### config.mk
export PLATFORM = sky130hd
export DESIGN_NAME = ir_transcoder
export DESIGN_NICKNAME = d
export VERILOG_FILES = /design/src/rtl/ir_pkg.sv /design/src/rtl/ir_transcoder.sv
export SDC_FILE = /design/constraint.sdc
export NUM_CORES = 1
export LEC_CHECK = 0
export BUFFER_PORTS_ARGS = -buffer_cell sky130_fd_sc_hd__buf_2
export CAP_MARGIN = 20
export CORE_MARGIN = 4
export CORE_UTILIZATION = 60
export DETAILED_ROUTE_END_ITERATION = 7
export HOLD_SLACK_MARGIN = 0.06
export PLACE_DENSITY = 0.8
export SYNTH_ARGS = -nofsm -noshare
export SYNTH_HDL_FRONTEND = slang
export SYNTH_SLANG_ARGS = --single-unit
### constraint.sdc
create_clock -name clk_i -period 7.8 [get_ports clk_i]
set_clock_uncertainty 0.2 [all_clocks]
set_input_delay 0.39 -clock clk_i [delete_from_list [all_inputs] [get_ports clk_i]]
set_output_delay 0.39 -clock clk_i [all_outputs]
set_load 0.05 [all_outputs]
### src/rtl/ir_pkg.sv
// constants, types and behaviour summary for the infrared transcoder
// How it works
// - first input decodes only standard-format frames
// - second input decodes standard when select high, extended when low
// - input whose falling edge comes first is decoded alone
// - frames with bad biphase, start or stop are dropped
// - first start bit only triggers; frame ends after 1.5 idle bit-times
// - bit-time is 128 oscillator periods standard, 64 extended
// - standard word: valid, format, input, control, 5 address, 6 command
// - extended word: valid, format, input, 3 master, 8 control, slave, data
// - standby set only acts while standby gate is high
// - standby set low raises power-off and allows buffer overwrite
// - standard word entering buffer drops power-off
// - extended word drops power-off on reset-standby bit and master match
// - reset forces power-off low
// - valid output follows buffer; new word dropped if full or busy
// - reset forces valid output low
// - buffer word leaves on the bus leftmost bit first
// - read-only slave transmitter at fixed address 0100110
// - write address gets no acknowledge, line left high until stop
// - master no-acknowledge releases line until stop
// - after the last bit the line stays high until stop
package ir_pkg;
    localparam logic [6:0] SLAVE_ADDR      = 7'h26;
    localparam int         OSC_PER_BIT_STD = 128;
    localparam int         OSC_PER_BIT_EXT = 64;
    localparam logic [6:0] QTR_STD_M1      = 7'(OSC_PER_BIT_STD / 4 - 1);
    localparam logic [6:0] QTR_EXT_M1      = 7'(OSC_PER_BIT_EXT / 4 - 1);
    localparam int         N_STD           = 13;
    localparam int         N_EXT           = 27;
    localparam int         STOP_QTRS       = 6;
    localparam logic [7:0] QEND_STD        = 8'(4 * N_STD + 2 + STOP_QTRS);
    localparam logic [7:0] QEND_EXT        = 8'(4 * N_EXT + 2 + STOP_QTRS);
    localparam logic [7:0] QSTOP_STD       = 8'(4 * N_STD + 3);
    localparam logic [7:0] QSTOP_EXT       = 8'(4 * N_EXT + 3);
    localparam logic [7:0] Q_FIRST_B       = 8'h05;
    localparam logic [2:0] BYTES_STD       = 3'h2;
    localparam logic [2:0] BYTES_EXT       = 3'h4;
    localparam logic [2:0] LD_IDLE         = 3'h7;
    localparam int         RSB_POS         = 16;
    localparam int         MA_LSB          = 24;
    localparam int         FIFO_W          = 8;
    localparam int         FIFO_D          = 2;
    localparam int         FIFO_AW         = 1;
    localparam logic [1:0] FIFO_FULL       = 2'(FIFO_D);
    // synchronised pin vector positions
    localparam int P_MA0 = 0;
    localparam int P_MA2 = 2;
    localparam int P_SET = 3;
    localparam int P_GATE = 4;
    localparam int P_FSEL = 5;
    localparam int P_D2 = 6;
    localparam int P_D1 = 7;
    localparam int P_OSC = 8;
    localparam int P_SDA = 9;
    localparam int P_SCL = 10;
    localparam int NPIN = 11;

    typedef enum logic [1:0] {D_IDLE = 2'h1, D_RUN = 2'h2} dec_state_t;
    typedef enum logic [5:0] {
        I_IDLE = 6'h01, I_ADDR = 6'h02, I_AACK = 6'h04,
        I_TX = 6'h08, I_MACK = 6'h10, I_WAIT = 6'h20
    } i2c_state_t;
endpackage

### src/rtl/ir_transcoder.sv
// biphase decoder, code buffer and two-wire read-only slave
`timescale 1ns/100ps
module ir_transcoder
    import ir_pkg::*;
(
    input  wire logic clk_i,
    input  wire logic rstn_i,
    input  wire logic data1_i,
    input  wire logic data2_i,
    input  wire logic format_select_in_i,
    input  wire logic master_addr_in0_i,
    input  wire logic master_addr_in1_i,
    input  wire logic master_addr_in2_i,
    input  wire logic standby_gate_in_i,
    input  wire logic standby_set_in_i,
    input  wire logic osc_in_i,
    input  wire logic scl_i,
    input  wire logic sda_i,
    output logic      osc_out_o,
    output logic      sda_o,
    output logic      sda_oe_n_o,
    output logic      buffer_valid_out_o,
    output logic      power_off_out_o
);
    // ==========================================
    // reset and pin synchronisers
    logic            rst_meta_ff, rst_n_ff;
    logic [NPIN-1:0] meta_ff, pin_ff, prev_ff;
    always_ff @(posedge clk_i or negedge rstn_i) begin
        if (!rstn_i) begin
            rst_meta_ff <= 1'b0;
            rst_n_ff    <= 1'b0;
        end else begin
            rst_meta_ff <= 1'b1;
            rst_n_ff    <= rst_meta_ff;
        end
    end
    always_ff @(posedge clk_i or negedge rst_n_ff) begin
        if (!rst_n_ff) begin
            meta_ff <= '1;
            pin_ff  <= '1;
            prev_ff <= '1;
        end else begin
            meta_ff <= {scl_i, sda_i, osc_in_i, data1_i, data2_i, format_select_in_i,
                        standby_gate_in_i, standby_set_in_i, master_addr_in2_i,
                        master_addr_in1_i, master_addr_in0_i};
            pin_ff  <= meta_ff;
            prev_ff <= pin_ff;
        end
    end
    logic osc_rise, fall1, fall2, scl_rise, scl_fall, start_c, stop_c;
    assign osc_rise = pin_ff[P_OSC] & ~prev_ff[P_OSC];
    assign fall1    = ~pin_ff[P_D1] & prev_ff[P_D1];
    assign fall2    = ~pin_ff[P_D2] & prev_ff[P_D2];
    assign scl_rise = pin_ff[P_SCL] & ~prev_ff[P_SCL];
    assign scl_fall = ~pin_ff[P_SCL] & prev_ff[P_SCL];
    assign start_c  = pin_ff[P_SCL] & prev_ff[P_SCL] & ~pin_ff[P_SDA] & prev_ff[P_SDA];
    assign stop_c   = pin_ff[P_SCL] & prev_ff[P_SCL] & pin_ff[P_SDA] & ~prev_ff[P_SDA];

    logic osc_out_ff;
    always_ff @(posedge clk_i or negedge rst_n_ff) begin
        if (!rst_n_ff) osc_out_ff <= 1'b0;
        else osc_out_ff <= ~pin_ff[P_OSC];
    end
    assign osc_out_o = osc_out_ff;

    // ==========================================
    // biphase decoder
    dec_state_t  dst_ff;
    logic        sel_ff, ext_ff, half_ff;
    logic [6:0]  tick_ff;
    logic [7:0]  q_ff, nq;
    logic [26:0] dsh_ff;
    logic        line, q_adv, is_a, is_b, in_stop, dec_rej, dec_done;
    logic [31:0] word;
    always_comb begin
        line    = sel_ff ? pin_ff[P_D2] : pin_ff[P_D1];
        nq      = q_ff + 8'h01;
        // bit-time in oscillator periods
        // quarter length
        q_adv   = (dst_ff == D_RUN) && osc_rise && (tick_ff == (ext_ff ? QTR_EXT_M1 : QTR_STD_M1));
        in_stop = nq >= (ext_ff ? QSTOP_EXT : QSTOP_STD);
        is_a    = (nq[1:0] == 2'h3) && !in_stop;
        is_b    = (nq[1:0] == 2'h1) && (nq >= Q_FIRST_B) && !in_stop;
        dec_rej = q_adv && ((is_b && (line == half_ff)) ||
                  ((nq == Q_FIRST_B) && !ext_ff && !half_ff) || (in_stop && !line));
        dec_done = q_adv && !dec_rej && (nq == (ext_ff ? QEND_EXT : QEND_STD));
        word = ext_ff ? {1'b1, 1'b1, sel_ff, dsh_ff, 2'h0}
                      : {1'b1, 1'b0, sel_ff, dsh_ff[11:0], 17'h0};
    end

    always_ff @(posedge clk_i or negedge rst_n_ff) begin
        if (!rst_n_ff) begin
            dst_ff  <= D_IDLE;
            sel_ff  <= 1'b0;
            ext_ff  <= 1'b0;
            half_ff <= 1'b0;
            tick_ff <= 7'h00;
            q_ff    <= 8'h00;
            dsh_ff  <= 27'h0;
        end else begin
            unique case (dst_ff)
                D_IDLE: begin
                    if (fall1 || fall2) begin
                        sel_ff  <= ~fall1;
                        ext_ff  <= ~fall1 & ~pin_ff[P_FSEL];
                        tick_ff <= 7'h00;
                        q_ff    <= 8'h00;
                        dst_ff  <= D_RUN;
                    end
                end
                D_RUN: begin
                    if (osc_rise) tick_ff <= q_adv ? 7'h00 : tick_ff + 7'h01;
                    if (q_adv) begin
                        q_ff <= nq;
                        if (is_a) half_ff <= line;
                        if (is_b) dsh_ff <= {dsh_ff[25:0], half_ff};
                        if (dec_rej || dec_done) dst_ff <= D_IDLE;
                    end
                end
            endcase
        end
    end

    // ==========================================
    // code buffer and power-off
    i2c_state_t ist_ff;
    logic [31:0] hold_ff;
    logic        hvalid_ff, hext_ff, po_ff, rd_done_ff, accept, po_set, po_clr;
    logic [2:0]  nbytes;
    assign accept = dec_done && (!hvalid_ff || po_ff) && (ist_ff == I_IDLE);
    assign po_set = pin_ff[P_GATE] & ~pin_ff[P_SET];
    assign po_clr = accept && (!ext_ff || (dsh_ff[RSB_POS] &&
                    (dsh_ff[MA_LSB+2:MA_LSB] == pin_ff[P_MA2:P_MA0])));
    assign nbytes = hext_ff ? BYTES_EXT : BYTES_STD;

    always_ff @(posedge clk_i or negedge rst_n_ff) begin
        if (!rst_n_ff) begin
            hold_ff   <= 32'h0;
            hvalid_ff <= 1'b0;
            hext_ff   <= 1'b0;
        end else if (accept) begin
            hold_ff   <= word;
            hvalid_ff <= 1'b1;
            hext_ff   <= ext_ff;
        end else if (stop_c && rd_done_ff) begin
            hold_ff[31] <= 1'b0;
            hvalid_ff   <= 1'b0;
        end
    end

    always_ff @(posedge clk_i or negedge rst_n_ff) begin
        if (!rst_n_ff) po_ff <= 1'b0;
        else if (po_set) po_ff <= 1'b1;
        else if (po_clr) po_ff <= 1'b0;
    end
    assign buffer_valid_out_o = hvalid_ff;
    assign power_off_out_o    = po_ff;

    // ==========================================
    // byte buffer between code buffer and shifter
    logic [FIFO_W-1:0]  mem_ff [FIFO_D];
    logic [FIFO_AW-1:0] wp_ff, rp_ff;
    logic [1:0]         cnt_ff;
    logic [2:0]         ld_ff, sent_ff;
    logic [31:0]        wsh;
    logic               in_ready, out_valid, push, pop, ack_go, mack_ff;
    logic [7:0]         ish_ff, txsh_ff;
    logic [3:0]         icnt_ff;
    logic               oe_n_ff;
    assign in_ready  = cnt_ff != FIFO_FULL;
    assign out_valid = cnt_ff != 2'h0;
    assign wsh  = hold_ff << {ld_ff[1:0], 3'h0};
    assign push = (ld_ff < nbytes) && in_ready;
    assign ack_go = scl_fall && !start_c && !stop_c && (ist_ff == I_ADDR) &&
                    (icnt_ff == 4'h8) && (ish_ff == {SLAVE_ADDR, 1'b1});
    assign pop = scl_fall && !start_c && !stop_c && ((ist_ff == I_AACK) ||
                 ((ist_ff == I_MACK) && mack_ff && (sent_ff < nbytes)));

    always_ff @(posedge clk_i or negedge rst_n_ff) begin
        if (!rst_n_ff) begin
            wp_ff  <= '0;
            rp_ff  <= '0;
            cnt_ff <= 2'h0;
            ld_ff  <= LD_IDLE;
        end else if (ack_go) begin
            wp_ff  <= '0;
            rp_ff  <= '0;
            cnt_ff <= 2'h0;
            ld_ff  <= 3'h0;
        end else begin
            if (push) begin
                wp_ff <= wp_ff + 1'b1;
                ld_ff <= ld_ff + 3'h1;
            end
            if (pop && out_valid) rp_ff <= rp_ff + 1'b1;
            cnt_ff <= cnt_ff + {1'b0, push} - {1'b0, pop && out_valid};
        end
    end
    always_ff @(posedge clk_i) begin
        if (push) mem_ff[wp_ff] <= wsh[31:24];
    end

    // ==========================================
    // two-wire slave transmitter
    always_ff @(posedge clk_i or negedge rst_n_ff) begin
        if (!rst_n_ff) begin
            ist_ff     <= I_IDLE;
            ish_ff     <= 8'h00;
            txsh_ff    <= 8'h00;
            icnt_ff    <= 4'h0;
            sent_ff    <= 3'h0;
            mack_ff    <= 1'b0;
            rd_done_ff <= 1'b0;
            oe_n_ff    <= 1'b1;
        end else if (stop_c) begin
            ist_ff  <= I_IDLE;
            oe_n_ff <= 1'b1;
        end else if (start_c) begin
            ist_ff     <= I_ADDR;
            icnt_ff    <= 4'h0;
            rd_done_ff <= 1'b0;
            oe_n_ff    <= 1'b1;
        end else if (pop) begin
            txsh_ff <= mem_ff[rp_ff];
            oe_n_ff <= mem_ff[rp_ff][7];
            icnt_ff <= 4'h0;
            sent_ff <= sent_ff + 3'h1;
            if (sent_ff + 3'h1 == nbytes) rd_done_ff <= 1'b1;
            ist_ff  <= I_TX;
        end else begin
            unique case (ist_ff)
                I_IDLE: ;
                I_ADDR: begin
                    if (scl_rise) begin
                        ish_ff  <= {ish_ff[6:0], pin_ff[P_SDA]};
                        icnt_ff <= icnt_ff + 4'h1;
                    end else if (scl_fall && icnt_ff == 4'h8) begin
                        oe_n_ff <= ~ack_go;
                        sent_ff <= 3'h0;
                        ist_ff  <= ack_go ? I_AACK : I_WAIT;
                    end
                end
                I_AACK: ;
                I_TX: begin
                    if (scl_fall) begin
                        if (icnt_ff == 4'h7) begin
                            oe_n_ff <= 1'b1;
                            ist_ff  <= I_MACK;
                        end else begin
                            txsh_ff <= {txsh_ff[6:0], 1'b0};
                            oe_n_ff <= txsh_ff[6];
                            icnt_ff <= icnt_ff + 4'h1;
                        end
                    end
                end
                I_MACK: begin
                    if (scl_rise) mack_ff <= ~pin_ff[P_SDA];
                    else if (scl_fall) ist_ff <= I_WAIT;
                end
                I_WAIT: ;
            endcase
        end
    end
    assign sda_o      = 1'b0;
    assign sda_oe_n_o = oe_n_ff;

    // ==========================================
    // assertions
    a_po_standby: assert property (@(posedge clk_i) disable iff (!rst_n_ff)
        po_set |=> po_ff) else $error("power-off not raised");
    a_po_gate_off: assert property (@(posedge clk_i) disable iff (!rst_n_ff)
        (!pin_ff[P_GATE] && !po_ff) |=> !po_ff) else $error("standby not gated");
    a_po_std_clear: assert property (@(posedge clk_i) disable iff (!rst_n_ff)
        (accept && !ext_ff && !po_set) |=> !po_ff) else $error("power-off kept");
    a_po_ext_keep: assert property (@(posedge clk_i) disable iff (!rst_n_ff)
        (accept && ext_ff && !dsh_ff[RSB_POS] && po_ff) |=> po_ff)
        else $error("power-off dropped");
    a_discard_full: assert property (@(posedge clk_i) disable iff (!rst_n_ff)
        (dec_done && hvalid_ff && !po_ff && !stop_c) |=> $stable(hold_ff))
        else $error("full buffer overwritten");
    a_reject_frame: assert property (@(posedge clk_i) disable iff (!rst_n_ff)
        dec_rej |=> (dst_ff == D_IDLE) && $stable(hold_ff))
        else $error("rejected frame stored");
    a_input_locked: assert property (@(posedge clk_i) disable iff (!rst_n_ff)
        (dst_ff == D_RUN) |=> $stable(sel_ff) && $stable(ext_ff))
        else $error("input switched in frame");
    a_addr_ack: assert property (@(posedge clk_i) disable iff (!rst_n_ff)
        ack_go |=> (ist_ff == I_AACK) && !sda_oe_n_o) else $error("no address ack");
    a_write_nack: assert property (@(posedge clk_i) disable iff (!rst_n_ff)
        (scl_fall && !start_c && !stop_c && ist_ff == I_ADDR && icnt_ff == 4'h8 &&
         ish_ff[0] == 1'b0) |=> (ist_ff == I_WAIT) && sda_oe_n_o)
        else $error("write not refused");
    a_wait_release: assert property (@(posedge clk_i) disable iff (!rst_n_ff)
        (ist_ff == I_WAIT) |-> sda_oe_n_o) else $error("line held while waiting");
    a_msb_first: assert property (@(posedge clk_i) disable iff (!rst_n_ff)
        (pop && out_valid) |=> sda_oe_n_o == $past(mem_ff[rp_ff][7]))
        else $error("first bit not msb");
    a_read_empties: assert property (@(posedge clk_i) disable iff (!rst_n_ff)
        (stop_c && rd_done_ff && !accept) |=> !buffer_valid_out_o)
        else $error("buffer not emptied");
    c_std_word: cover property (@(posedge clk_i) accept && !ext_ff);
    c_ext_word: cover property (@(posedge clk_i) accept && ext_ff);
    c_full_read: cover property (@(posedge clk_i) stop_c && rd_done_ff);
    c_write_refused: cover property (@(posedge clk_i) ist_ff == I_WAIT && !rd_done_ff);
endmodule // ir_transcoder

# [Word level (Yosys, flattened, before mapping)]
# Memories as Yosys holds them, arrays and structs flattened.
# Index checks and enable logic that the tools add are counted.
[op_classes] n_addsub=9 n_lt_le_gt_ge=4 eq_ne=34 shift=1 n_mux=67 bitwise=27 reduce_logical=71
[op_table] operator="2-to-1 mux 7 bit" n=9
[op_table] operator="2-to-1 mux 6 bit" n=10
[op_table] operator="left shift 32 x 5 -> 32 bit" n=1
[op_table] operator="2-to-1 mux 31 bit" n=1
[op_table] operator="logical AND 1 bit" n=28
[op_table] operator="inequality test 5 bit, second input constant" n=5
[op_table] operator="AND reduction 5 bit" n=5
[op_table] operator="2-to-1 mux 1 bit" n=22
[op_table] operator="nonzero test 2 bit" n=11
[op_table] operator="2-to-1 mux 3 bit" n=7
[op_table] operator="2-to-1 mux 4 bit" n=5
[op_table] operator="one-hot mux 6 bit (3 select lines)" n=1
[op_table] operator="2-to-1 mux 8 bit" n=2
[op_table] operator="one-hot mux 8 bit (2 select lines)" n=1
[op_table] operator="inverter 1 bit" n=15
[op_table] operator="one-hot mux 7 bit (2 select lines)" n=1
[op_table] operator="bitwise AND 1 bit" n=12
[op_table] operator="inequality test 4 bit, second input constant" n=3
[op_table] operator="AND reduction 3 bit" n=4
[op_table] operator="inequality test 2 bit, second input constant" n=5
[op_table] operator="adder 8 x 1 -> 8 bit, second input constant" n=1
[op_table] operator="equality test 8 x 3 -> 1 bit, second input constant" n=1
[op_table] operator="equality test 8 x 7 -> 1 bit" n=1
[op_table] operator="equality test 8 x 7 -> 1 bit, second input constant" n=1
[op_table] operator="other kinds (36)" n=61
[totals] reg_bits=156 mem_bits_rw=16 input_bits=13 output_inout_bits=5 wordCells=244 n_memories=1
[memory_table] name="mem_ff" depth=2 width=8 rd=1 rd_ports_with_merged_regs=0 write_ports=1 line="ir_transcoder.sv:162" source="logic [FIFO_W-1:0] mem_ff [FIFO_D];"

# [Logic depth before layout (Yosys ltp)]
# Gate-level depths: netlist of run 1.
[depth] ltp_word=16 mapped_depth=13 mapped_depth_nobuf=12

# [Worst setup path after synthesis of run 1]
# OpenSTA, ideal clock, no wires.
[synth_timing] path_type="register to register" startpoint="register q_ff[1]" endpoint="register hold_ff[18]" setup_ps=125 arrival_ps=2540 required_time_ps=7475 slack_ps=4935 stages_incl_launch_ff=14 path_buffers=2 period_less_slack_ps=2865 path_cell_list="dfrtp_1 ha_1 buf_2 nand4_1 xor2_1 inv_1 ha_1 inv_1 a221oi_2 nor3_1 o22a_1 nand3_2 buf_6 mux2_4"
[synth_via] elab_chain_cells=13 elab_cells_between_ends=21 cone_classes="add/sub (1); order compare (2); eq/ne (3); reduce/logical (15)"
[synth_lines] element="from (decl)" line="ir_transcoder.sv:72" source="logic [7:0] q_ff, nq;"
[synth_lines] element="from (signal assigned)" line="ir_transcoder.sv:115" source="q_ff <= nq;"
[synth_lines] element="adder 8 x 1 -> 8 bit *" line="ir_transcoder.sv:78" source="nq = q_ff + 8'h01;"
[synth_lines] element="greater-or-equal comparator 8 x 3 -> 1 bit, or another cell as far along" line="ir_transcoder.sv:84" source="is_b = (nq[1:0] == 2'h1) && (nq >= Q_FIRST_B) && !in_stop;"
[synth_lines] element="logical AND 1 bit / zero test 1 bit (equally long branches)" line="ir_transcoder.sv:84"
[synth_lines] element="logical AND 1 bit" line="ir_transcoder.sv:84"
[synth_lines] element="logical AND 1 bit" line="ir_transcoder.sv:85" source="dec_rej = q_adv && ((is_b && (line == half_ff)) ||"
[synth_lines] element="logical OR 1 bit" line="ir_transcoder.sv:85"
[synth_lines] element="logical OR 1 bit" line="ir_transcoder.sv:86" source="((nq == Q_FIRST_B) && !ext_ff && !half_ff) || (in_stop && !line));"
[synth_lines] element="logical AND 1 bit" line="ir_transcoder.sv:85"
[synth_lines] element="zero test 1 bit" line="ir_transcoder.sv:87" source="dec_done = q_adv && !dec_rej && (nq == (ext_ff ? QEND_EXT : QEND_STD));"
[synth_lines] element="logical AND 1 bit" line="ir_transcoder.sv:87"
[synth_lines] element="logical AND 1 bit *" line="ir_transcoder.sv:87"
[synth_lines] element="logical AND 1 bit * (2 in series)" line="ir_transcoder.sv:131" source="assign accept = dec_done && (!hvalid_ff || po_ff) && (ist_ff == I_IDLE);"
[synth_lines] element="to (signal assigned)" line="ir_transcoder.sv:143" source="hold_ff <= word;"
[synth_lines] element="to (decl)" line="ir_transcoder.sv:128" source="logic [31:0] hold_ff;"
# Every way passes the cells marked *; elsewhere a longest branch is shown, timed or not.
# A chain may end at the register's enable or synchronous reset.

# [Worst setup path in the final report of run 1]
[layout_timing] startpoint="register q_ff[1]" endpoint="register hold_ff[17]"
# The elaborated chain is that of the path after synthesis.

==> results of run 1 <==
metrics by stage:
step,hold WS (ns),cells,area [um^2],worst slack [ns],utilization [%]
2_1_floorplan,-0.106,583,7360,3.29,-
5_1_grt,0.0849,774,8290,3.58,69.0
4_1_cts,0.0729,771,8220,3.63,68.4
6_report,0.0781,774,8290,3.83,69.0
3_5_place_dp,-0.0219,727,7510,3.67,62.5
3_3_place_gp,-0.0238,727,7510,3.84,62.5
synth_stat cells, drive strengths merged, types with 2 or more instances:
cell type	instances
dfrtp	113
mux2	65
nand2	46
nor2	46
dfstp	33
inv	32
mux2i	26
o21ai	19
edfxtp	16
xnor2	16
ha	15
buf	13
a21oi	12
nand3	12
xor2	12
nor2b	9
nand4	8
clkbuf	7
nor3	7
mux4	6
a21o	5
a221o	5
and2	4
and3	4
nand2b	4
nor3b	4
nor4	4
a22o	3
nand4b	3
o22ai	3
o31ai	3
or2	3
a221oi	2
conb	2
nand3b	2
nor4bb	2
or3	2
or4	2
worst reg2reg max path, delay by kind of cell (launching register included):
kind | cells | cell delay (ns)
AND/OR/NAND/NOR | 3 | 1.27
adder cells (fa/ha/maj) | 2 | 0.63
multiplexers | 1 | 0.63
AO/OA/AOI/OAI | 3 | 0.49
flip-flops | 1 | 0.42
XOR/XNOR | 1 | 0.23
routing by layer:
layer | vias up | wire length, um
li1 | 2108 | -
met2 | 61 | 6530
met3 | 16 | 388
met4 | 0 | 174
met1 | 2206 | 6080
met5 | - | 0
path summary, 6_finish.rpt:
check	endpoint	slack (ns)	cells past startpoint
max in group asynchronous	dsh_ff[13]	6.15	2
setup reg to reg	hold_ff[17]	3.83	10
setup / recovery	hold_ff[17]	3.83	10
hold / removal	rst_n_ff	0.08	2
hold reg to reg	cnt_ff[0]	0.14	1
min in group clk_i	pin_ff[9]	0.16	0
repair_timing:
action / 4_1_cts / 5_1_grt
gates resized for setup: 0 / 0
hold endpoints to repair: 13 / 7
hold buffers: 12 / 1
setup buffers: 0 / 0
final cells by class:
cell class	instances	area, um^2	area share, %
Sequential cell	162	4180	50.4
Inverter	32	120	1.45
Timing Repair Buffer	32	273	3.29
Tap cell	147	184	2.22
Clock buffer	19	454	5.48
Multi-Input combinational cell	369	2940	35.5
Clock inverter	13	136	1.65
power by group through the flow:
stage	registers, mW	clock network (mW)	logic, mW
2_1_floorplan	0.946	0	0.0793
3_3_place_gp	0.949	0	0.100
3_5_place_dp	0.952	0	0.105
4_1_cts	0.937	0.843	0.111
5_1_grt	0.935	0.887	0.134
6_report	0.930	0.828	0.120
flip-flops by register name, indices dropped and copies added (netlist names), 2 cells and up:
signal   cells
hold_ff     29
pin_ff      11
q_ff         8
ist_ff       6
prev_ff      5
txsh_ff      7
sent_ff      3
cnt_ff       2
icnt_ff      4
ish_ff       8
ld_ff        3
dst_ff       2
mem_ff      16
dsh_ff      27
meta_ff     11
tick_ff      7
logic make-up (layout without fill, tap and decap cells):
group,Yosys count,in the layout,synth area share (%)
AO/OA/AOI/OAI,62,62,5.73
XOR/XNOR,28,28,3.44
adder cells (fa/ha/maj),15,15,2.55
buffers and inverters,52,96,3.28
flip-flops,162,162,56.8
multiplexers,97,97,15.9
other,2,2,0.102
AND/OR/NAND/NOR,165,165,12.2
==> reports/results.env, run 1 <==
FINALSETUPTNS_NS=0
CRITPATHREQUIREDTIME_NS=7.91
CRITICAL_PATH_ARRIVAL_NS=4.08
STARTPOINT_TYPE='register'
CELL_COUNT_AFTER_SYNTHESIS=583
CLOCK-ROOT-BUFFER='sky130_fd_sc_hd__clkbuf_16'
MOST_FREQUENT_CELLS_IN_THE_LAYOUT='sky130_fd_sc_hd__dfrtp_1, sky130_fd_sc_hd__mux2_2, sky130_fd_sc_hd__nand2_1, sky130_fd_sc_hd__nor2_1, sky130_fd_sc_hd__dfstp_2'
FILLERINSTANCES=819
DRC_ERRORS=0
TIMING.FINAL.HOLD_VIOLATIONS=0
FINAL_ANTENNA_VIOLATING_NET_COUNT=0
SEQ_POWER_SHARE_PCT=49.5
SYNTH_WARNINGS=0
CLOCK_LATENCY_NS=0.43
FIRST_GLOBAL_VIAS=4601
TRITONCTS='built'
STARTPOINT='q_ff[1]'
SETUP.WORST_PATH.END_CLASS='register'
ROUTED_WL_UM=13200
GRT_START_MAX_NET_PINS=83
P_SWITCHING_uW=460
DETAILROUTE.VIA_COUNT=4391
YOSYS.AREA.TOP_TYPE_SHARE_PCT=38.4
PORTBUFFERS=16
DP_HPWL_UM=8660
CRIT_PATH_MAX_INCR_DELAY_NS=0.78
POWER.SHARE.COMBINATIONAL_PCT=6.4
CTSHTREEMAXLEVEL=4
SHARE_OF_SYNTHESIZED_AREA_OCCUPIED_BY_FLIP_FLOPS_AND_LATCHES_PCT=56.8
ROUTED_WIRE_LENGTH_PER_INSTANCE_UM=17.0
TIMING.FINAL.MAX_SLEW_VIOLATIONS=0
MOST_COMMON_CELL_TYPE_ON_THE_CRITICAL_PATH='sky130_fd_sc_hd__ha_1'
TOTAL_ROUTING_USAGE_GR_PCT=20.2
MAX_SLEW_HEADROOM_PCT=31.4
CRITICAL_PATH.TOP_DELAY_FAMILY='simple AND/OR/NAND/NOR gates'
BUF_INV_ON_CP=0
INITIALDRTVIOLATIONCOUNT=338
HOLD_PATH.CLASS='in -> async'
GLOBAL_ROUTE.USAGE.MET1_PCT=27.4
YS_TYPES=65
IO-PIN-COUNT=18
CRITICAL_PATH.MAX_FANOUT=31
USE_MET2_PCT=32.0
SYNTH_AREA_UM2=7360
MOST_CROWDED_LAYER_GR='met2'
LAYOUT_MIN_CYCLE_TIME_NS=3.97
SYNTH_ENABLE_FLOP_CELLS=16
CELL_BY_CELL_LISTING_OF_THE_CRITICAL_PATH='ha_1 -> nand3_1 -> xnor2_1 -> ha_1 -> a21oi_1 -> a221oi_2 -> nor3_1 -> o22a_1 -> nand3_2 -> mux2_2'
TIMING.FINAL.CRIT_SHARE_PCT=50.9
FLOW.AREA_GROWTH_FROM_SYNTHESIS_PCT=12.6
FIN_TOTAL_PWR_mW=1.88
DOMINANT_CELLS_BY_AREA_AFTER_SYNTHESIS='sky130_fd_sc_hd__dfrtp_1, sky130_fd_sc_hd__dfstp_2, sky130_fd_sc_hd__mux2_2, sky130_fd_sc_hd__edfxtp_1, sky130_fd_sc_hd__mux2i_1'
CORE_FOOTPRINT_UM2=12000
VDD_DROP_MAX_mV=0.236
CTSLONGESTPATHBUFFERS=2
FIRST_PASS_ITERS=4
ASYNC_FLOP_SHARE_PCT=90.1
POWER_DENSITY_nW_PER_UM2=227
CLOCK_POWER_SHARE_PCT=44.1
FINAL_NETS=642
DIE_Y_UM=119
WORST_PATH_MAX_DELAY_CELL='sky130_fd_sc_hd__nand3_2'
FINALSETUPVIOLATIONS=0
GRT_SETUP_UNREPAIRED='false'
NETSWITCHINGFRACTION_PCT=24.5
TIMING.SETUP.CRITICAL_PATH_CLASS='reg -> reg'
MAX_FREQ_MHz=252
SYNTH.FF_LATCH_COUNT=162
ROUTED_VIA_DENSITY=5.67
INSERTEDDIODECOUNT=0
POST_ROUTE_CELLS_DRIVE_ABOVE_1_SHARE_PCT=27.9
TRITONCTS.NUM_BUFFERS=17
POWER.STATIC_LEAKAGE_nW=3.81
DIE_OUTLINE_AREA_UM2=14100
GLOBALROUTEMET3UTIL_PCT=4.55
GR-TOTAL-OVERFLOW=0
GP_CONGESTION=0.853
CTS_SINKS=162
CELL_INTERNAL_PWR_mW=1.42
RUN_STATUS='complete, no violations'
CLOCK_PIN_SLEW_WORST_SETUP_AND_HOLD_PATHS_NS=0.07
ROWS=40
DIE_WIDTH_UM=119
TIMING.MAX_CAP.VIOLATIONS=0
NUMBER_OF_ANTENNA_VIOLATIONS_AT_THE_FIRST_CHECK_IN_GLOBAL_ROUTING=0
SYNTH_TOP_AREA_CELL='sky130_fd_sc_hd__dfrtp_1'
FIRST_PASS_GRT_WIRE_LENGTH_UM=22700
SYNTHFLOPTYPE='sky130_fd_sc_hd__dfrtp_1'
POSTSYNTHNETCOUNT=611
WORST_PIN_SLEW_NS=1.03
INITIAL_UTIL_PCT=61.2
LEADING_CELL_TYPE_IN_THE_LAYOUT_FILL_AND_TAPS_EXCLUDED='sky130_fd_sc_hd__dfrtp_1'
WORST_R2R_STARTPOINT='q_ff[1]'
MEAN_POST_SYNTH_CELL_AREA_UM2=12.6
Note: power is estimated with default switching activity, not from simulation.
==> run 2, diff against run 1 <==
--- a/config.mk
+++ b/config.mk
@@ -5,6 +5,7 @@
 export SDC_FILE = /design/constraint.sdc
 export NUM_CORES = 1
 export LEC_CHECK = 0
+export ABC_AREA = 1
 export BUFFER_PORTS_ARGS = -buffer_cell sky130_fd_sc_hd__buf_2
 export CAP_MARGIN = 20
 export CORE_MARGIN = 4
==> constraint.sdc (replaced) <==
create_clock -name clk_i -period 4 [get_ports clk_i]
set_clock_uncertainty 0.2 [all_clocks]
set_input_delay 0.2 -clock clk_i [delete_from_list [all_inputs] [get_ports clk_i]]
set_output_delay 0.2 -clock clk_i [all_outputs]
set_load 0.05 [all_outputs]
==> reports/results.env, run 2 <==
NUMBER_OF_ANTENNA_VIOLATIONS_AT_THE_FIRST_CHECK_IN_GLOBAL_ROUTING=0
SYNTHFLOPTYPE='sky130_fd_sc_hd__dfrtp_1'
MAX_FREQ_MHz=289
LEADING_CELL_TYPE_IN_THE_LAYOUT_FILL_AND_TAPS_EXCLUDED='sky130_fd_sc_hd__nand2_1'
WORST_PATH_MAX_DELAY_CELL='sky130_fd_sc_hd__nand4_4'
POWER.STATIC_LEAKAGE_nW=3.86
CRITPATHREQUIREDTIME_NS=4.18
CTSLONGESTPATHBUFFERS=2
DOMINANT_CELLS_BY_AREA_AFTER_SYNTHESIS='sky130_fd_sc_hd__dfrtp_1, sky130_fd_sc_hd__dfstp_2, sky130_fd_sc_hd__nand2_1, sky130_fd_sc_hd__o21ai_0, sky130_fd_sc_hd__edfxtp_1'
TIMING.SETUP.CRITICAL_PATH_CLASS='reg -> reg'
STARTPOINT_TYPE='register'
CRITICAL_PATH.MAX_FANOUT=46
DIE_WIDTH_UM=118
CTS_SINKS=162
TRITONCTS.NUM_BUFFERS=17
POST-PLACE-CELLS=924
FINAL_NETS=844
FIRST_PASS_ITERS=6
GRT_START_MAX_NET_PINS=87
DIE_Y_UM=118
POST_SYNTH_AND_OR_NAND_NOR_AREA_FRACTION_PCT=19.3
TOTAL_ROUTING_USAGE_GR_PCT=22.4
DP_HPWL_UM=9580
ROUTED_WL_UM=14600
LAYOUT_MIN_CYCLE_TIME_NS=3.46
GRT_SETUP_UNREPAIRED='false'
SYNTH_TOP_AREA_CELL='sky130_fd_sc_hd__dfrtp_1'
TIMING.MAX_CAP.VIOLATIONS=0
CELL_COUNT_AFTER_SYNTHESIS=778
TIMING.FINAL.CRIT_SHARE_PCT=86.4
MAX_SLEW_HEADROOM_PCT=51.4
COMPLEX_GATE_FRACTION_OF_THE_SYNTHESIZED_AREA_PCT=10.8
FIRST_PASS_GRT_WIRE_LENGTH_UM=25300
CLOCK_PIN_SLEW_WORST_SETUP_AND_HOLD_PATHS_NS=0.07
RUN_STATUS='complete, no violations'
TRITONCTS='built'
LAYOUT.CELLS.NON_FILLER=971
MOST_COMMON_CELL_TYPE_ON_THE_CRITICAL_PATH='sky130_fd_sc_hd__nand2_1'
WORST_PIN_SLEW_NS=0.726
CRITICAL_PATH_ARRIVAL_NS=3.63
SHARE_OF_SYNTHESIZED_AREA_OCCUPIED_BY_FLIP_FLOPS_AND_LATCHES_PCT=57.7
VDD_DROP_MAX_mV=0.631
TIMING.FINAL.HOLD_VIOLATIONS=0
REGMOSTFLOPS='hold_ff'
FINAL_ANTENNA_VIOLATING_NET_COUNT=0
DRC_ERRORS=0
YS_TYPES=45
CORE_FOOTPRINT_UM2=11600
SYNTH_WARNINGS=0
INITIAL_UTIL_PCT=62.3
TIMING.FINAL.MAX_SLEW_VIOLATIONS=0
SYNTH_TOP_FAMILY_BY_AREA='simple AND/OR/NAND/NOR gates'
GP_CONGESTION=0.889
CLOCK-ROOT-BUFFER='sky130_fd_sc_hd__clkbuf_16'
INSERTEDDIODECOUNT=0
SYNTH_ENABLE_FLOP_CELLS=16
SYNTH_FA_HA_AREA_SHARE_PCT=2.77
SYNTH.MUX.AREA_FRACTION_PCT=2.18
ASYNC_FLOP_SHARE_PCT=90.1
IO-PIN-COUNT=18
CTS_POST_SETUP_BUFFERS_INSERTED=0
CELL_BY_CELL_LISTING_OF_THE_CRITICAL_PATH='nand3_1 -> xor2_1 -> inv_1 -> ha_1 -> nand2_1 -> inv_1 -> nand3_1 -> nand2_1 -> nand2_1 -> nand2_1 -> nand2_1 -> nand2_2 -> a21oi_4 -> nand4_4 -> nor2_4 -> nand2_1 -> nand2_1'
FINALSETUPVIOLATIONS=0
CRIT_PATH_MAX_INCR_DELAY_NS=0.50
POWER_DENSITY_nW_PER_UM2=458
SYNTH_AREA_UM2=7240
MOST_USED_STANDARD_CELL_BY_INSTANCE_COUNT_AFTER_SYNTHESIS='sky130_fd_sc_hd__nand2_1'
GR-TOTAL-OVERFLOW=0
YOSYS.AREA.TOP_TYPE_SHARE_PCT=39.1
POST_SYNTH_XOR_AREA_FRACTION_PCT=1.09
FIRST_GLOBAL_VIAS=5371
ROUTED_VIA_DENSITY=5.63
POST_ROUTE_CELLS_DRIVE_ABOVE_1_SHARE_PCT=14.7
POSTSYNTHNETCOUNT=807
DETAILROUTE.VIA_COUNT=5465
POST_CTS_RESIZED=0
CLOCK_LATENCY_NS=0.44
MEAN_POST_SYNTH_CELL_AREA_UM2=9.31
DIE_OUTLINE_AREA_UM2=13900
ROUTED_WIRE_LENGTH_PER_INSTANCE_UM=15.0
NETLIST_TOP_CELLS_COUNT='sky130_fd_sc_hd__nand2_1, sky130_fd_sc_hd__dfrtp_1, sky130_fd_sc_hd__o21ai_0, sky130_fd_sc_hd__inv_1, sky130_fd_sc_hd__nor2_1'
CTSHTREEMAXLEVEL=4
HOLD_PATH.CLASS='reg -> async'
FLOW.AREA_GROWTH_FROM_SYNTHESIS_PCT=13.6
REG2REG_DEPTH=17
SYNTH.FF_LATCH_COUNT=162
SETUP.WORST_PATH.END_CLASS='register'
FINALSETUPTNS_NS=0
PORTBUFFERS=16
MOST_FREQUENT_CELLS_IN_THE_LAYOUT='sky130_fd_sc_hd__nand2_1, sky130_fd_sc_hd__dfrtp_1, sky130_fd_sc_hd__o21ai_0, sky130_fd_sc_hd__inv_1, sky130_fd_sc_hd__nor2_1'
ROWS=39
INITIALDRTVIOLATIONCOUNT=475
TOP_REGS='hold_ff: 29 flops, dsh_ff: 27 flops, mem_ff: 16 flops'
LARGEST_REGISTER_FF_COUNT=29
run 2: final cells by class:
| cell class | count | area (um^2) |
|---|---|---|
| sequential | 162 | 4180 |
| fill | 837 | 3390 |
| multi-input combinational | 505 | 2630 |
| clock buffer | 22 | 518 |
| inverter | 92 | 345 |
| timing repair buffer | 37 | 293 |
| tap | 143 | 179 |
| clock inverter | 10 | 81.3 |
run 2: logic make-up (layout without fill, tap and decap cells):
logic type | after synthesis | count (layout)
DFF | 162 | 162
AOI/OAI and AO/OA | 140 | 140
adders and majority gates | 16 | 16
xor gates and xnor gates | 9 | 9
and+or+nand+nor | 324 | 324
other | 2 | 2
muxes | 14 | 14
buffers and inverters | 111 | 161
run 2: worst paths after layout:
check,startpoint,end,slack [ns]
max in group asynchronous,rst_n_ff,ish_ff[4],2.61
max,q_ff[2],hold_ff[4],0.54
min reg2reg,rst_n_ff,prev_ff[10],0.11
max reg2reg,q_ff[2],hold_ff[4],0.54
min in group clk_i,rst_meta_ff,rst_n_ff,0.15
min,rst_n_ff,prev_ff[10],0.11
run 2: through the flow:
| stage | power, mW | utilization (%) | setup slack (ns) | area (um^2) | hold WS [ns] |
|---|---|---|---|---|---|
| finish | 3.77 | 70.8 | 0.545 | 8220 | 0.113 |
| global route | 3.92 | 70.8 | 0.119 | 8220 | 0.124 |
| CTS | 3.79 | 70.5 | 0.555 | 8190 | 0.154 |
| detailed placement | 2.17 | 64.2 | 0.566 | 7460 | -0.214 |
| global placement | 2.15 | 64.2 | 0.753 | 7460 | -0.216 |
| floorplan | 2.09 | - | 1.39 | 7240 | -0.296 |
run 2: what timing repair did:
item	CTS	global route
setup endpoints to repair	0	0
hold buffers	13	1
endpoints found under the hold margin	13	10
run 2: critical path, delay by kind of cell, from the launching register on:
family,cells,cell delay [ns]
AO/OA/AOI/OAI,1,0.17
XOR/XNOR,1,0.32
adder cells (fa/ha/maj),1,0.30
buffers and inverters,2,0.13
flip-flops,1,0.46
AND/OR/NAND/NOR,12,1.80
run 2: layer usage:
metal	part of all wire [%]	GRT usage (%)	up-vias
met1	44	29.0	2642
li1	-	-	2636
met3	4.2	5.05	30
met5	0	0	-
met4	1.9	9.30	0
met2	50	36.5	157
run 2: report_power, final:
group          internal (mW)  switching, mW  leakage (nW)  total (mW)
clock                  0.936          0.675         0.300        1.61
sequential              1.77         0.0633          1.99        1.83
combinational          0.115          0.213          1.56       0.328
total                   2.82          0.952          3.86        3.77
==> run 3, diff against run 2 <==
--- a/config.mk
+++ b/config.mk
@@ -5,7 +5,6 @@
 export SDC_FILE = /design/constraint.sdc
 export NUM_CORES = 1
 export LEC_CHECK = 0
-export ABC_AREA = 1
 export BUFFER_PORTS_ARGS = -buffer_cell sky130_fd_sc_hd__buf_2
 export CAP_MARGIN = 20
 export CORE_MARGIN = 4
==> reports/results.env, run 3 (synthesis gave the netlist of run 1 again) <==
CRITICAL_PATH_ARRIVAL_NS=3.67
POWER.STATIC_LEAKAGE_nW=3.80
REG2REG_DEPTH=11
INITIAL_UTIL_PCT=61.2
CLOCK-ROOT-BUFFER='sky130_fd_sc_hd__clkbuf_16'
TIMING.FINAL.CRIT_SHARE_PCT=89.0
CRITICAL_PATH.MAX_FANOUT=12
FIRST_PASS_ITERS=4
TIMING.SETUP.CRITICAL_PATH_CLASS='reg -> reg'
POST_CTS_RESIZED=0
ROUTED_VIA_DENSITY=5.70
TIMING.FINAL.MAX_SLEW_VIOLATIONS=0
FIRST_GLOBAL_VIAS=4576
PORTBUFFERS=16
LAYOUT_MIN_CYCLE_TIME_NS=3.56
FINAL_CORE_UTIL_PCT=68.8
WORST_PATH_MAX_DELAY_CELL='sky130_fd_sc_hd__dfrtp_1'
GLOBAL_ROUTE.USAGE.MET1_PCT=26.0
CRITICAL_PATH.TOP_DELAY_FAMILY='simple AND/OR/NAND/NOR gates'
CLOCK_LATENCY_NS=0.43
FINALHOLDWORSTSLACK_NS=0.156
CTS.HOLD.BUFFERS_ADDED=13
GRT_START_MAX_NET_PINS=84
DIE_OUTLINE_AREA_UM2=14100
ROWS=40
NUMBER_OF_ANTENNA_VIOLATIONS_AT_THE_FIRST_CHECK_IN_GLOBAL_ROUTING=0
WORSTSETUPPATHDEPTH=11
MAX_FREQ_MHz=281
USE_MET2_PCT=32.5
MOST_COMMON_CELL_TYPE_ON_THE_CRITICAL_PATH='sky130_fd_sc_hd__ha_1'
STARTPOINT_TYPE='register'
MOST_CROWDED_LAYER_GR='met2'
HOLD_PATH.CLASS='reg -> reg'
INITIALDRTVIOLATIONCOUNT=330
DETAILROUTE.VIA_COUNT=4430
CRITPATHREQUIREDTIME_NS=4.10
SETUP.WORST_PATH.END_CLASS='register'
DIE_Y_UM=119
CRIT_PATH_MAX_INCR_DELAY_NS=0.42
GRT_SETUP_UNREPAIRED='false'
DIE_WIDTH_UM=119
INSERTEDDIODECOUNT=0
FINAL_NETS=645
TIMING.MAX_CAP.VIOLATIONS=0
DP_HPWL_UM=8610
CTSHTREEMAXLEVEL=4
CTSLONGESTPATHBUFFERS=2
FIRST_PASS_GRT_WIRE_LENGTH_UM=22100
GR-TOTAL-OVERFLOW=0
FILLERINSTANCES=839
POST_ROUTE_CELLS_DRIVE_ABOVE_1_SHARE_PCT=28.4
CTS_POST_SETUP_BUFFERS_INSERTED=0
TRITONCTS='built'
ROUTED_WIRE_LENGTH_PER_INSTANCE_UM=16.4
CLOCK_PIN_SLEW_WORST_SETUP_AND_HOLD_PATHS_NS=0.06
RUN_STATUS='complete, no violations'
ROUTED_WL_UM=12700
CELL_BY_CELL_LISTING_OF_THE_CRITICAL_PATH='ha_1 -> nand3_1 -> xnor2_1 -> ha_1 -> a21oi_1 -> a221oi_2 -> nor3_1 -> o22a_1 -> nand3_2 -> buf_4 -> mux2_4'
LARGEST_REGISTER_FF_COUNT=29
TOP_REGS='hold_ff: 29 flops, dsh_ff: 27 flops, mem_ff: 16 flops'
DRC_ERRORS=0
POWER_DENSITY_nW_PER_UM2=437
CTS_SINKS=162
GP_CONGESTION=0.850
GLOBALROUTEMET3UTIL_PCT=4.31
WORST_PIN_SLEW_NS=0.817
TIMING.FINAL.HOLD_VIOLATIONS=0
TRITONCTS.NUM_BUFFERS=17
FINALSETUPVIOLATIONS=0
FINALSETUPTNS_NS=0
MOST_FREQUENT_CELLS_IN_THE_LAYOUT='sky130_fd_sc_hd__dfrtp_1, sky130_fd_sc_hd__mux2_2, sky130_fd_sc_hd__nand2_1, sky130_fd_sc_hd__nor2_1, sky130_fd_sc_hd__dfstp_2'
REGMOSTFLOPS='hold_ff'
BUF_INV_ON_CP=1
FINAL_ANTENNA_VIOLATING_NET_COUNT=0
MAX_SLEW_HEADROOM_PCT=45.6
HOLDPATHSTAGES=0
IO-PIN-COUNT=18
LEADING_CELL_TYPE_IN_THE_LAYOUT_FILL_AND_TAPS_EXCLUDED='sky130_fd_sc_hd__dfrtp_1'
VDD_DROP_MAX_mV=0.382
TOTAL_ROUTING_USAGE_GR_PCT=19.8
FLOW.AREA_GROWTH_FROM_SYNTHESIS_PCT=12.3
CORE_FOOTPRINT_UM2=12000
-- run 3: changes by cell type in the layout (fill, tap and decap cells not counted), sizes merged, moves of 12 or more --
cell   change
inv       -58
mux2      +51
nand3     -29
xnor2     +12
nand2    -144
nor2      -17
o21ai     -81
mux2i     +26
-- run 3: metal layers --
metal  up-vias  wire length (um)
met1      2226              5870
met5         -                 0
li1       2116                 -
met3        14               410
met2        74              6280
met4         0               168
-- run 3: metrics by stage --
stage	std cells	power, mW	setup slack, ns	instance area [um^2]
after detailed placement	732	2.07	0.490	7560
after floorplan	583	2.00	1.14	7360
after CTS	777	3.65	0.467	8270
final	777	3.61	0.439	8270
after global routing	777	3.77	0.189	8270
after global placement	732	2.05	0.696	7560
-- run 3: area by class of cell --
type | count | area, um^2 | share of cell area [%]
timing repair buffer | 35 | 268 | 3.24
inverter | 32 | 120 | 1.45
tap | 147 | 184 | 2.23
sequential | 162 | 4180 | 50.6
clock buffer | 17 | 425 | 5.15
clock inverter | 15 | 149 | 1.80
multi-input combinational | 369 | 2940 | 35.6
-- run 3: worst paths after layout --
| check | to | start | slack (ns) |
|---|---|---|---|
| setup / recovery | hold_ff[23] | q_ff[1] | 0.44 |
| hold / removal | pin_ff[4] | meta_ff[4] | 0.16 |
| setup reg to reg | hold_ff[23] | q_ff[1] | 0.44 |
| hold reg to reg | pin_ff[4] | meta_ff[4] | 0.16 |
| max in group asynchronous | pin_ff[10] | rst_n_ff | 2.44 |
| min in group asynchronous | dsh_ff[19] | rst_n_ff | 0.23 |
-- run 3: power breakdown --
group | switching, mW | leakage [nW] | total [mW] | internal, mW
combinational | 0.116 | 1.52 | 0.219 | 0.104
clock | 0.693 | 0.282 | 1.57 | 0.874
sequential | 0.0818 | 2.00 | 1.82 | 1.74
total | 0.890 | 3.80 | 3.61 | 2.72
